--- src/shared/cct_pkg.sv ---
/*
 * constants, register map and mode codes shared by the capture/compare
 * timer block. assumes an 8-bit register port with byte-wide registers.
 */
`default_nettype none

package cct_pkg;

    localparam int unsigned CH_N = 2;        // number of channels

    // register offsets on the plain register port
    localparam logic [7:0] A_FLAGS   = 8'h0C;
    localparam logic [7:0] A_FLAGS2  = 8'h0D;
    localparam logic [7:0] A_CNT_LO  = 8'h0E;
    localparam logic [7:0] A_CNT_HI  = 8'h0F;
    localparam logic [7:0] A_TCTL    = 8'h10;
    localparam logic [7:0] A_CH1_CTL = 8'h17;
    localparam logic [7:0] A_CH2_CTL = 8'h1D;
    localparam logic [7:0] A_CH1_VLO = 8'h20;
    localparam logic [7:0] A_CH1_VHI = 8'h21;
    localparam logic [7:0] A_CH2_VLO = 8'h22;
    localparam logic [7:0] A_CH2_VHI = 8'h23;
    localparam logic [7:0] A_DIR     = 8'h24;
    localparam logic [7:0] A_LATCH   = 8'h25;
    localparam logic [7:0] A_EN      = 8'h8C;
    localparam logic [7:0] A_EN2     = 8'h8D;

    // per-channel address and bit tables, index 0 is channel one
    localparam logic [1:0][7:0] CH_CTL_A  = {A_CH2_CTL, A_CH1_CTL};
    localparam logic [1:0][7:0] CH_VLO_A  = {A_CH2_VLO, A_CH1_VLO};
    localparam logic [1:0][7:0] CH_VHI_A  = {A_CH2_VHI, A_CH1_VHI};
    localparam logic [1:0][7:0] CH_FLG_A  = {A_FLAGS2, A_FLAGS};
    localparam logic [1:0][7:0] CH_EN_A   = {A_EN2, A_EN};
    localparam logic [1:0][2:0] CH_FLG_B  = {3'h0, 3'h2};

    // field positions
    localparam int unsigned FLG_TOVF = 0;    // timer overflow flag bit
    localparam int unsigned TC_RUN   = 0;    // timer run bit
    localparam int unsigned TC_SRC   = 1;    // clock source select bit
    localparam int unsigned TC_PS    = 4;    // prescale select, 2 bits
    localparam int unsigned CT_DUTY  = 4;    // duty lsbs, 2 bits

    // reset and fill values
    localparam logic [7:0]  R_ZERO   = 8'h00;
    localparam logic [5:0]  R_CTL    = 6'h00;
    localparam logic [1:0]  R_DIR    = 2'h3; // pins start as inputs
    localparam logic [15:0] CNT_TOP  = 16'hFFFF;
    localparam logic [15:0] CNT_ZERO = 16'h0000;

    // channel mode codes
    localparam logic [3:0] M_OFF      = 4'h0;
    localparam logic [3:0] M_CAP_FALL = 4'h4;
    localparam logic [3:0] M_CAP_RISE = 4'h5;
    localparam logic [3:0] M_CAP_R4   = 4'h6;
    localparam logic [3:0] M_CAP_R16  = 4'h7;
    localparam logic [3:0] M_CMP_SET  = 4'h8;
    localparam logic [3:0] M_CMP_CLR  = 4'h9;
    localparam logic [3:0] M_CMP_SW   = 4'hA;
    localparam logic [3:0] M_CMP_SPEC = 4'hB;

    // edge prescaler terminal counts
    localparam logic [3:0] EDGE_4    = 4'h3;
    localparam logic [3:0] EDGE_16   = 4'hF;

    // channel function class, one-hot
    typedef enum logic [3:0] {
        CCT_FN_OFF = 4'b0001,
        CCT_FN_CAP = 4'b0010,
        CCT_FN_CMP = 4'b0100,
        CCT_FN_PWM = 4'b1000
    } cct_fn_t;

    // class of a mode code
    function automatic cct_fn_t cct_fn_of(input logic [3:0] mode);
        cct_fn_t fn;
        fn = CCT_FN_OFF;
        case (mode[3:2])
            2'b01:   fn = CCT_FN_CAP;
            2'b10:   fn = CCT_FN_CMP;
            2'b11:   fn = CCT_FN_PWM;
            default: fn = CCT_FN_OFF;
        endcase
        return fn;
    endfunction : cct_fn_of

endpackage : cct_pkg

`default_nettype wire

--- src/core/cct_pin_sync.sv ---
/*
 * three-stage synchroniser with edge detection for a pin input.
 * assumes the pin is asynchronous to clock_i; a change counts once
 * the second and third stages agree.
 */
`timescale 1ns/1ps
`default_nettype none

module cct_pin_sync
    import cct_pkg::*;
(
    input  wire logic clock_i,   // core clock
    input  wire logic rst_n_i,   // sync reset, active low
    input  wire logic pin_i,     // raw pin level
    output logic      rise_o,    // one-cycle rising edge
    output logic      fall_o     // one-cycle falling edge
);

    logic s1_q;      // first stage, read only by s2_q
    logic s2_q;      // second stage
    logic s3_q;      // third stage
    logic stable_q;  // last agreed level
    logic agree;     // stages two and three match

    // shift chain; reset value is arbitrary but defined
    always_ff @(posedge clock_i)
    begin
        if (!rst_n_i)
        begin
            s1_q <= 1'b0;
            s2_q <= 1'b0;
            s3_q <= 1'b0;
        end
        else
        begin
            s1_q <= pin_i;
            s2_q <= s1_q;
            s3_q <= s2_q;
        end
    end

    assign agree = (s2_q == s3_q);

    // agreed level only moves when both late stages match
    always_ff @(posedge clock_i)
    begin
        if (!rst_n_i)
            stable_q <= 1'b0;
        else if (agree)
            stable_q <= s3_q;
    end

    assign rise_o = agree && s3_q && !stable_q;
    assign fall_o = agree && !s3_q && stable_q;

endmodule : cct_pin_sync

`default_nettype wire

--- src/core/cct_edge_presc.sv ---
/*
 * capture event selector with edge-count prescaler for one channel.
 * assumes rise/fall pulses already synchronised to clock_i.
 */
`timescale 1ns/1ps
`default_nettype none

module cct_edge_presc
    import cct_pkg::*;
(
    input  wire logic       clock_i,  // core clock
    input  wire logic       rst_n_i,  // sync reset, active low
    input  wire logic [3:0] mode_i,   // channel mode field
    input  wire logic       rise_i,   // synced rising edge
    input  wire logic       fall_i,   // synced falling edge
    output logic            event_o   // capture event pulse
);

    logic [3:0] cnt_q;    // rising edges seen so far
    logic [3:0] mode_q;   // mode of previous cycle
    logic       multi;    // every 4th or 16th mode
    logic       term;     // terminal count reached

    assign multi = (mode_i == M_CAP_R4) || (mode_i == M_CAP_R16);
    assign term  = (mode_i == mode_q) && ((mode_i == M_CAP_R4) ? (cnt_q == EDGE_4)
                                                                : (cnt_q == EDGE_16));

    // event selection per capture mode
    always_comb
    begin
        case (mode_i)
            M_CAP_FALL: event_o = fall_i;
            M_CAP_RISE: event_o = rise_i;
            M_CAP_R4:   event_o = rise_i && term;
            M_CAP_R16:  event_o = rise_i && term;
            default:    event_o = 1'b0;
        endcase
    end

    // counts only rising edges, restarts on any mode change or when off
    always_ff @(posedge clock_i)
    begin
        if (!rst_n_i)
        begin
            cnt_q  <= 4'h0;
            mode_q <= M_OFF;
        end
        else
        begin
            mode_q <= mode_i;
            if (mode_i != mode_q || mode_i == M_OFF)
                cnt_q <= 4'h0;
            else if (rise_i && multi)
                cnt_q <= term ? 4'h0 : cnt_q + 4'h1;
        end
    end

endmodule : cct_edge_presc

`default_nettype wire

--- src/core/cct_top.sv ---
/*
 * two capture/compare channels and the 16-bit timer they sample or
 * reset, with their register file. assumes a plain register port with
 * one-cycle strobes, and pins that are asynchronous to clock_i.
 */
// Added by the designer: strobed register access.
`timescale 1ns/1ps
`default_nettype none

module cct_top
    import cct_pkg::*;
(
    input  wire logic             clock_i,     // core clock
    input  wire logic             rst_n_i,     // power-on/brown-out
    input  wire logic             oth_rst_i,   // any other reset
    input  wire logic [7:0]       addr_i,      // register address
    input  wire logic [7:0]       wdata_i,     // write data
    input  wire logic             wr_i,        // write strobe
    input  wire logic             rd_i,        // read strobe
    output logic      [7:0]       rdata_o,     // read data
    input  wire logic             t_ext_i,     // external timer clock
    input  wire logic [CH_N-1:0]  ch_pin_i,    // channel pin level
    output logic      [CH_N-1:0]  ch_pin_o,    // channel pin drive
    output logic      [CH_N-1:0]  ch_pin_oe_o  // channel pin enable
);

    // timer state
    logic [15:0]     cnt_q;       // 16-bit count, never reset
    logic [2:0]      psc_q;       // timer prescaler counter
    logic [5:0]      tctl_q;      // timer control
    logic            tovf_q;      // timer overflow flag
    logic            tovf_en_q;   // overflow enable, storage only

    // per-channel state
    logic [5:0]      ctl_q  [CH_N];  // duty lsbs and mode
    logic [15:0]     val_q  [CH_N];  // capture/compare pair
    logic [CH_N-1:0] flag_q;         // channel flags
    logic [CH_N-1:0] en_q;           // channel enables
    logic [CH_N-1:0] out_q;          // compare output state
    logic [CH_N-1:0] match_q;        // match seen last cycle
    logic [1:0]      dir_q;          // 1 = pin is input
    logic [1:0]      latch_q;        // port output latch

    // port registers
    logic [7:0]      rdata_q;     // registered read data
    logic [CH_N-1:0] pin_q;       // registered pin drive
    logic [CH_N-1:0] oe_q;        // registered pin enable

    // combinational helpers
    logic            any_rst;     // power-on or other reset
    logic            wr_lo;       // count low byte write
    logic            wr_hi;       // count high byte write
    logic            ext_rise;    // synced external clock edge
    logic            raw_evt;     // event before prescale
    logic [2:0]      ps_mask;     // prescaler terminal mask
    logic            psc_hit;     // prescaler terminal count
    logic            tick;        // timer increment
    logic [CH_N-1:0] spec;        // special event per channel
    logic            spec_hit;    // any special event
    logic [CH_N-1:0] match;       // compare equality
    logic [CH_N-1:0] cap_ev;      // capture events
    logic [CH_N-1:0] rise;        // pin rising edges
    logic [CH_N-1:0] fall;        // pin falling edges
    logic [7:0]      rd_val;      // read mux output

    assign any_rst = !rst_n_i || oth_rst_i;
    assign wr_lo   = wr_i && (addr_i == A_CNT_LO);
    assign wr_hi   = wr_i && (addr_i == A_CNT_HI);

    // prescale ratio 1, 2, 4 or 8 as a mask on the counter
    always_comb
    begin
        case (tctl_q[TC_PS +: 2])
            2'h0:    ps_mask = 3'h0;
            2'h1:    ps_mask = 3'h1;
            2'h2:    ps_mask = 3'h3;
            default: ps_mask = 3'h7;
        endcase
    end

    // external clock always goes through the synchroniser, so the
    // sync control bit is stored only; no async counting exists here
    cct_pin_sync u_ext_sync (
        .clock_i (clock_i),
        .rst_n_i (rst_n_i),
        .pin_i   (t_ext_i),
        .rise_o  (ext_rise),
        .fall_o  ()
    );

    assign raw_evt = tctl_q[TC_RUN] && (tctl_q[TC_SRC] ? ext_rise : 1'b1);
    assign psc_hit = ((psc_q & ps_mask) == ps_mask);
    assign tick    = raw_evt && psc_hit;
    assign spec_hit = |spec;

    // timer control: only power-on/brown-out clears it
    always_ff @(posedge clock_i)
    begin
        if (!rst_n_i)
            tctl_q <= R_CTL;
        else if (wr_i && addr_i == A_TCTL)
            tctl_q <= wdata_i[5:0];
    end

    // prescaler counter
    always_ff @(posedge clock_i)
    begin
        if (!rst_n_i)
            psc_q <= 3'h0;
        else if (wr_lo || wr_hi)
            psc_q <= 3'h0;
        else if (raw_evt)
            psc_q <= psc_hit ? 3'h0 : psc_q + 3'h1;
    end

    // count has no reset branch on purpose: only a special event or a rollover
    // zeroes it, so it powers up undefined until written
    always_ff @(posedge clock_i)
    begin
        if (wr_lo)
            cnt_q[7:0] <= wdata_i;
        else if (wr_hi)
            cnt_q[15:8] <= wdata_i;
        else if (spec_hit)
            cnt_q <= CNT_ZERO;
        else if (tick)
            cnt_q <= cnt_q + 16'h0001;
    end

    // overflow flag; a special reset is not a rollover
    always_ff @(posedge clock_i)
    begin
        if (any_rst)
            tovf_q <= 1'b0;
        else if (tick && cnt_q == CNT_TOP && !spec_hit
                 && !wr_lo && !wr_hi)
            tovf_q <= 1'b1;
        else if (wr_i && addr_i == A_FLAGS)
            tovf_q <= wdata_i[FLG_TOVF];
    end

    // overflow enable and port direction/latch registers
    always_ff @(posedge clock_i)
    begin
        if (any_rst)
        begin
            tovf_en_q <= 1'b0;
            dir_q     <= R_DIR;
            latch_q   <= 2'h0;
        end
        else if (wr_i)
        begin
            if (addr_i == A_EN)
                tovf_en_q <= wdata_i[FLG_TOVF];
            if (addr_i == A_DIR)
                dir_q <= wdata_i[1:0];
            if (addr_i == A_LATCH)
                latch_q <= wdata_i[1:0];
        end
    end

    // per-channel logic
    for (genvar c = 0; c < CH_N; c++)
    begin : g_ch
        cct_fn_t    fn;       // function class of this channel
        logic       ctl_wr;   // control register write
        logic       mode_chg; // write changes the mode
        logic [3:0] mode;     // current mode code

        assign mode     = ctl_q[c][3:0];
        assign fn       = cct_fn_of(mode);
        assign ctl_wr   = wr_i && (addr_i == CH_CTL_A[c]);
        assign mode_chg = ctl_wr && (wdata_i[3:0] != mode);
        assign match[c] = (fn == CCT_FN_CMP) && (cnt_q == val_q[c]);
        assign spec[c]  = match[c] && (mode == M_CMP_SPEC);

        // the pin is sampled even when driven by us, so a latch write
        // that makes a chosen edge is captured like an outside edge
        cct_pin_sync u_sync (
            .clock_i (clock_i),
            .rst_n_i (rst_n_i),
            .pin_i   (ch_pin_i[c]),
            .rise_o  (rise[c]),
            .fall_o  (fall[c])
        );

        cct_edge_presc u_presc (
            .clock_i (clock_i),
            .rst_n_i (rst_n_i),
            .mode_i  (mode),
            .rise_i  (rise[c]),
            .fall_i  (fall[c]),
            .event_o (cap_ev[c])
        );

        // control register; duty lsbs are stored in every mode
        always_ff @(posedge clock_i)
        begin
            if (any_rst)
                ctl_q[c] <= R_CTL;
            else if (ctl_wr)
                ctl_q[c] <= wdata_i[5:0];
        end

        // value pair: capture beats a same-cycle software write
        always_ff @(posedge clock_i)
        begin
            if (!rst_n_i)
                val_q[c] <= CNT_ZERO;
            else if (cap_ev[c] && fn == CCT_FN_CAP)
                val_q[c] <= cnt_q;
            else if (wr_i && addr_i == CH_VLO_A[c])
                val_q[c][7:0] <= wdata_i;
            else if (wr_i && addr_i == CH_VHI_A[c])
                val_q[c][15:8] <= wdata_i;
        end

        // match edge so a stopped timer flags only once
        always_ff @(posedge clock_i)
        begin
            if (!rst_n_i)
                match_q[c] <= 1'b0;
            else
                match_q[c] <= match[c];
        end

        // channel flag; hardware set wins over software clear
        always_ff @(posedge clock_i)
        begin
            if (any_rst)
                flag_q[c] <= 1'b0;
            else if ((cap_ev[c] && fn == CCT_FN_CAP)
                     || (match[c] && !match_q[c]))
                flag_q[c] <= 1'b1;
            else if (wr_i && addr_i == CH_FLG_A[c])
                flag_q[c] <= wdata_i[CH_FLG_B[c]];
        end

        // channel enable, gates nothing inside this block
        always_ff @(posedge clock_i)
        begin
            if (any_rst)
                en_q[c] <= 1'b0;
            else if (wr_i && addr_i == CH_EN_A[c])
                en_q[c] <= wdata_i[CH_FLG_B[c]];
        end

        // compare output; entering clear mode from any mode but off starts high so the
        // match has something to pull down
        always_ff @(posedge clock_i)
        begin
            if (any_rst || mode == M_OFF)
                out_q[c] <= 1'b0;
            else if (mode_chg)
                out_q[c] <= (wdata_i[3:0] == M_CMP_CLR);
            else if (match[c] && !match_q[c] && mode == M_CMP_SET)
                out_q[c] <= 1'b1;
            else if (match[c] && !match_q[c] && mode == M_CMP_CLR)
                out_q[c] <= 1'b0;
        end

        // pin drive: compare set/clear modes own the pin level,
        // flag-only and other modes leave it to the port latch
        always_ff @(posedge clock_i)
        begin
            if (!rst_n_i)
            begin
                pin_q[c] <= 1'b0;
                oe_q[c]  <= 1'b0;
            end
            else
            begin
                oe_q[c]  <= !dir_q[c];
                if (mode == M_CMP_SET || mode == M_CMP_CLR)
                    pin_q[c] <= out_q[c];
                else
                    pin_q[c] <= latch_q[c];
            end
        end
    end

    // read mux; unmapped addresses read zero
    always_comb
    begin
        case (addr_i)
            A_FLAGS:   rd_val = {5'h0, flag_q[0], 1'b0, tovf_q};
            A_FLAGS2:  rd_val = {7'h0, flag_q[1]};
            A_EN:      rd_val = {5'h0, en_q[0], 1'b0, tovf_en_q};
            A_EN2:     rd_val = {7'h0, en_q[1]};
            A_CNT_LO:  rd_val = cnt_q[7:0];
            A_CNT_HI:  rd_val = cnt_q[15:8];
            A_TCTL:    rd_val = {2'h0, tctl_q};
            A_CH1_CTL: rd_val = {2'h0, ctl_q[0]};
            A_CH2_CTL: rd_val = {2'h0, ctl_q[1]};
            A_CH1_VLO: rd_val = val_q[0][7:0];
            A_CH1_VHI: rd_val = val_q[0][15:8];
            A_CH2_VLO: rd_val = val_q[1][7:0];
            A_CH2_VHI: rd_val = val_q[1][15:8];
            A_DIR:     rd_val = {6'h0, dir_q};
            A_LATCH:   rd_val = {6'h0, latch_q};
            default:   rd_val = R_ZERO;
        endcase
    end

    // read data stands only in the cycle after the strobe
    always_ff @(posedge clock_i)
    begin
        if (!rst_n_i)
            rdata_q <= R_ZERO;
        else if (rd_i)
            rdata_q <= rd_val;
        else
            rdata_q <= R_ZERO;
    end

    assign rdata_o     = rdata_q;
    assign ch_pin_o    = pin_q;
    assign ch_pin_oe_o = oe_q;

endmodule : cct_top

`default_nettype wire

--- config.mk ---
export PLATFORM = sky130hd
export DESIGN_NAME = cct_top
export DESIGN_NICKNAME = d
export VERILOG_FILES = /design/src/shared/cct_pkg.sv /design/src/core/cct_pin_sync.sv /design/src/core/cct_edge_presc.sv /design/src/core/cct_top.sv
export SDC_FILE = /design/constraint.sdc
export NUM_CORES = 1
export LEC_CHECK = 0
export ABC_AREA = 1
export BUFFER_PORTS_ARGS = -buffer_cell sky130_fd_sc_hd__buf_2
export CAP_MARGIN = 40
export CORE_MARGIN = 4
export CORE_UTILIZATION = 55
export CTS_BUF_LIST = sky130_fd_sc_hd__clkbuf_4 sky130_fd_sc_hd__clkbuf_8
export DETAILED_ROUTE_END_ITERATION = 8
export GPL_TIMING_DRIVEN = 0
export PLACE_DENSITY_LB_ADDON = 0.08
export SLEW_MARGIN = 40
export SYNTH_ARGS = -nofsm -noshare
export SYNTH_HDL_FRONTEND = slang
export SYNTH_SLANG_ARGS = --single-unit
--- constraint.sdc ---
create_clock -name clock_i -period 4.2 [get_ports clock_i]
set_input_delay 0.42 -clock clock_i [delete_from_list [all_inputs] [get_ports clock_i]]
set_output_delay 0.42 -clock clock_i [all_outputs]
set_load 0.02 [all_outputs]
==> results.yml <==
outcome:
  status: "finished clean"
sta:
  hold_viol: 0
  finClkSkew_ns: 0.0112
  tns_ns: 0
  tightest_slew_ns: 0.889
  drv_slew: 0
  max_freq_mhz: 382
  fin_crit_ns: 2.62
  fin_ws_ns: 1.58
  relSlewSlack_pct: 40.7
  timing.final.crit_share_pct: 62.3
  rsz0062_at_grt: "false"
  setup_viol: 0
place:
  pre_cts_ws_ns: 1.68
  dpl.hpwl_mm: 18.5
  io_buffer_count: 34
  globalplace.congestion: 1.01
  placed_cell_area_um2: 7770
pwr:
  pwr-share-comb_pct: 7.6
  seq_power_share_pct: 50.0
  swShare_pct: 25.2
  intPower_mw: 1.93
  p_per_area_nw_per_um2: 316
  p_leak_nw: 3.78
  p_switching_mw: 0.653
  ir_drop_v: 0.000329
  power.share.clock_pct: 42.4
yosys:
  synth_top_flop_cell: "dfxtp_1"
  synth_cell_types: 49
  yosys-top-cells-area: "edfxtp_1 (24%), dfxtp_1 (17%), nand2_1 (13%)"
  synth_xor_area_share_pct: 4.15
  synth_top_family_by_area: "simple AND/OR/NAND/NOR gates"
  synth_nets: 1058
  synthAdderAreaFrac_pct: 1.53
  synth-compound-area-share_pct: 9.34
  yosys_warnings: 0
  synth_edf_count: 60
  yosysSeqAreaShare_pct: 41.5
  yosys-mux-area-fraction_pct: 0.407
  synth_top_area_share_pct: 24.4
  syn_inst: 1025
  yosysTopAreaCell: "edfxtp_1"
  synth.top_cells.by_count: "nand2_1 (250), nor2_1 (153), inv_1 (138)"
  ys_async_sr_fraction_pct: 0
  yosysMostFrequentCell: "nand2_1"
  ys_ff_latch: 123
  synthesis.area_um2: 7380
  synthSimpleGateAreaFrac_pct: 32.7
  synth.avg_cell_area_um2: 7.20
global_routing:
  grt_pass1_wl_mm: 36.9
  antenna_found_initial: 0
  grt_usage_pct: 32.8
  grt_max_degree: 17
  grt_pass1_vias: 6602
  grt_overflow: 0
setup_path:
  critPathCaptureType: "flop"
  cp-start-kind: "flop"
  required_ns: 4.33
  r2r_slack_ns: 1.58
  critPathMaxFanout: 8
  worst-setup-path-type: "reg -> reg"
  cp.arrival_ns: 2.74
routing:
  final_antenna_net_count: 0
  vias: 7128
  drt-total-wl_mm: 24.3
  drtPass1Iterations: 7
  drtIter0Drc: 854
  post_drt_wl_per_cell_um: 19.2
  drc: 0
  viasPerCell: 5.62
die:
  core_area_um2: 13200
  start_util_pct: 56.0
  die_y_um: 124
  floorplan.die_area_um2: 15300
  rows: 42
  fp.dieW_um: 124
  boundaryPins: 36
finish:
  fin_nets: 1112
  fin_util_pct: 62.0
  syn2layout_area_growth_pct: 10.9
  antenna_cells: 0
  final_area_um2: 8180
  drive_gt1_share_pct: 11.3
worst_hold_path:
  hold_class: "in -> reg"
clocking:
  root_buffer: "clkbuf_8"
  htree_num_levels: 4
  ctsHoldBuffers: 0
  ctsResizeCount: 0
  cts_tree: "built"
  cts_buffers: 17
  clock_sinks: 123
  clock_latency_ns: 0.45
  clockBufferDepth: 2
  clkTransAtPathRegs_ns: 0.08
  cts_setup_buffers: 0
flow_run:
  drv_cap: 0
[critical path, cell delays in order, from the launching register on]
cell and delay (ns):
edfxtp_1 0.70, inv_1 0.23, nand2_1 0.15, nand2_1 0.06, nor2_1 0.08, nand4_1 0.08
nor2_1 0.21, nand4_2 0.25, nand4_1 0.15, nand2_1 0.08, inv_1 0.28
[cell families after synthesis]
| logic type | Yosys count |
|---|---|
| xor gates and xnor gates | 35 |
| adders and majority gates | 9 |
| AOI/OAI and AO/OA | 126 |
| muxes | 3 |
| and+or+nand+nor | 547 |
| buffers and inverters | 182 |
| DFF | 123 |
[routing by layer]
metal,GRT usage (%),part of all wire (%),up-vias
li1,-,-,3441
met1,45.6,42,3202
met2,48.1,42,413
met3,9.17,12,72
met4,13.4,3.7,0
met5,0,0,-
[registers in the layout (all words and copies together) (netlist names), 3 cells and up]
register,flops
rdata_o,8
val_q,32
ctl_q,12
psc_q,3
tctl_q,6
g_ch.u_presc.cnt_q,8
g_ch.u_presc.mode_q,8
cnt_q,16
[power groups by stage]
| stage | logic [mW] | registers [mW] | clock network (mW) |
|---|---|---|---|
| after floorplan | 0.120 | 1.32 | 0 |
| after global placement | 0.189 | 1.32 | 0 |
| after detailed placement | 0.190 | 1.32 | 0 |
| after CTS | 0.190 | 1.29 | 1.10 |
| after global routing | 0.214 | 1.30 | 1.16 |
| final | 0.196 | 1.29 | 1.10 |
[cell usage in the layout, fill, tap and decap left out, types with 3 or more instances in the layout]
cell type	count
mux2i_1	3
bufinv_16	3
dfxtp_1	63
nand4_1	47
nand3_1	40
o21ai_0	49
clkinvlp_4	3
o21ai_1	14
nand3b_1	5
inv_1	138
clkinv_1	3
xnor2_1	15
xor2_1	20
nor2_2	5
nor3b_1	4
edfxtp_1	60
nand2_2	6
a31oi_1	4
buf_4	4
clkbuf_1	11
inv_2	3
clkbuf_2	7
nand2_1	250
nand3_2	3
buf_2	45
nor3_2	4
clkinv_2	5
and2_1	3
nor2_1	153
a21oi_1	35
ha_1	9
o22ai_1	12
clkbuf_8	18
nor3_1	17
buf_6	6
[through the flow]
| step | hold WS, ns | total power [mW] | std cells |
|---|---|---|---|
| floorplan | 0.390 | 1.44 | 1025 |
| global placement | 0.394 | 1.51 | 1235 |
| detailed placement | 0.401 | 1.51 | 1235 |
| CTS | 0.129 | 2.58 | 1267 |
| global route | 0.146 | 2.67 | 1268 |
| finish | 0.142 | 2.59 | 1268 |
[worst paths after layout]
kind | end | cells after the start | startpoint
max | cnt_q[13] | 10 | cnt_q[1]
max reg2reg | cnt_q[13] | 10 | cnt_q[1]
min | g_ch[1].u_sync.s1_q | 3 | ch_pin_i[1]
min reg2reg | g_ch[1].u_sync.s2_q | 2 | g_ch[1].u_sync.s1_q
[area by class of cell]
cell class	count	area, µm²
Timing Repair Buffer	35	178
Multi-Input combinational cell	720	3550
Buffer	38	221
Fill cell	1256	5010
Sequential cell	123	3060
Tap cell	176	220
Clock inverter	13	150
Inverter	144	543
Clock buffer	19	255
Note: power is estimated with default switching activity, not from simulation.
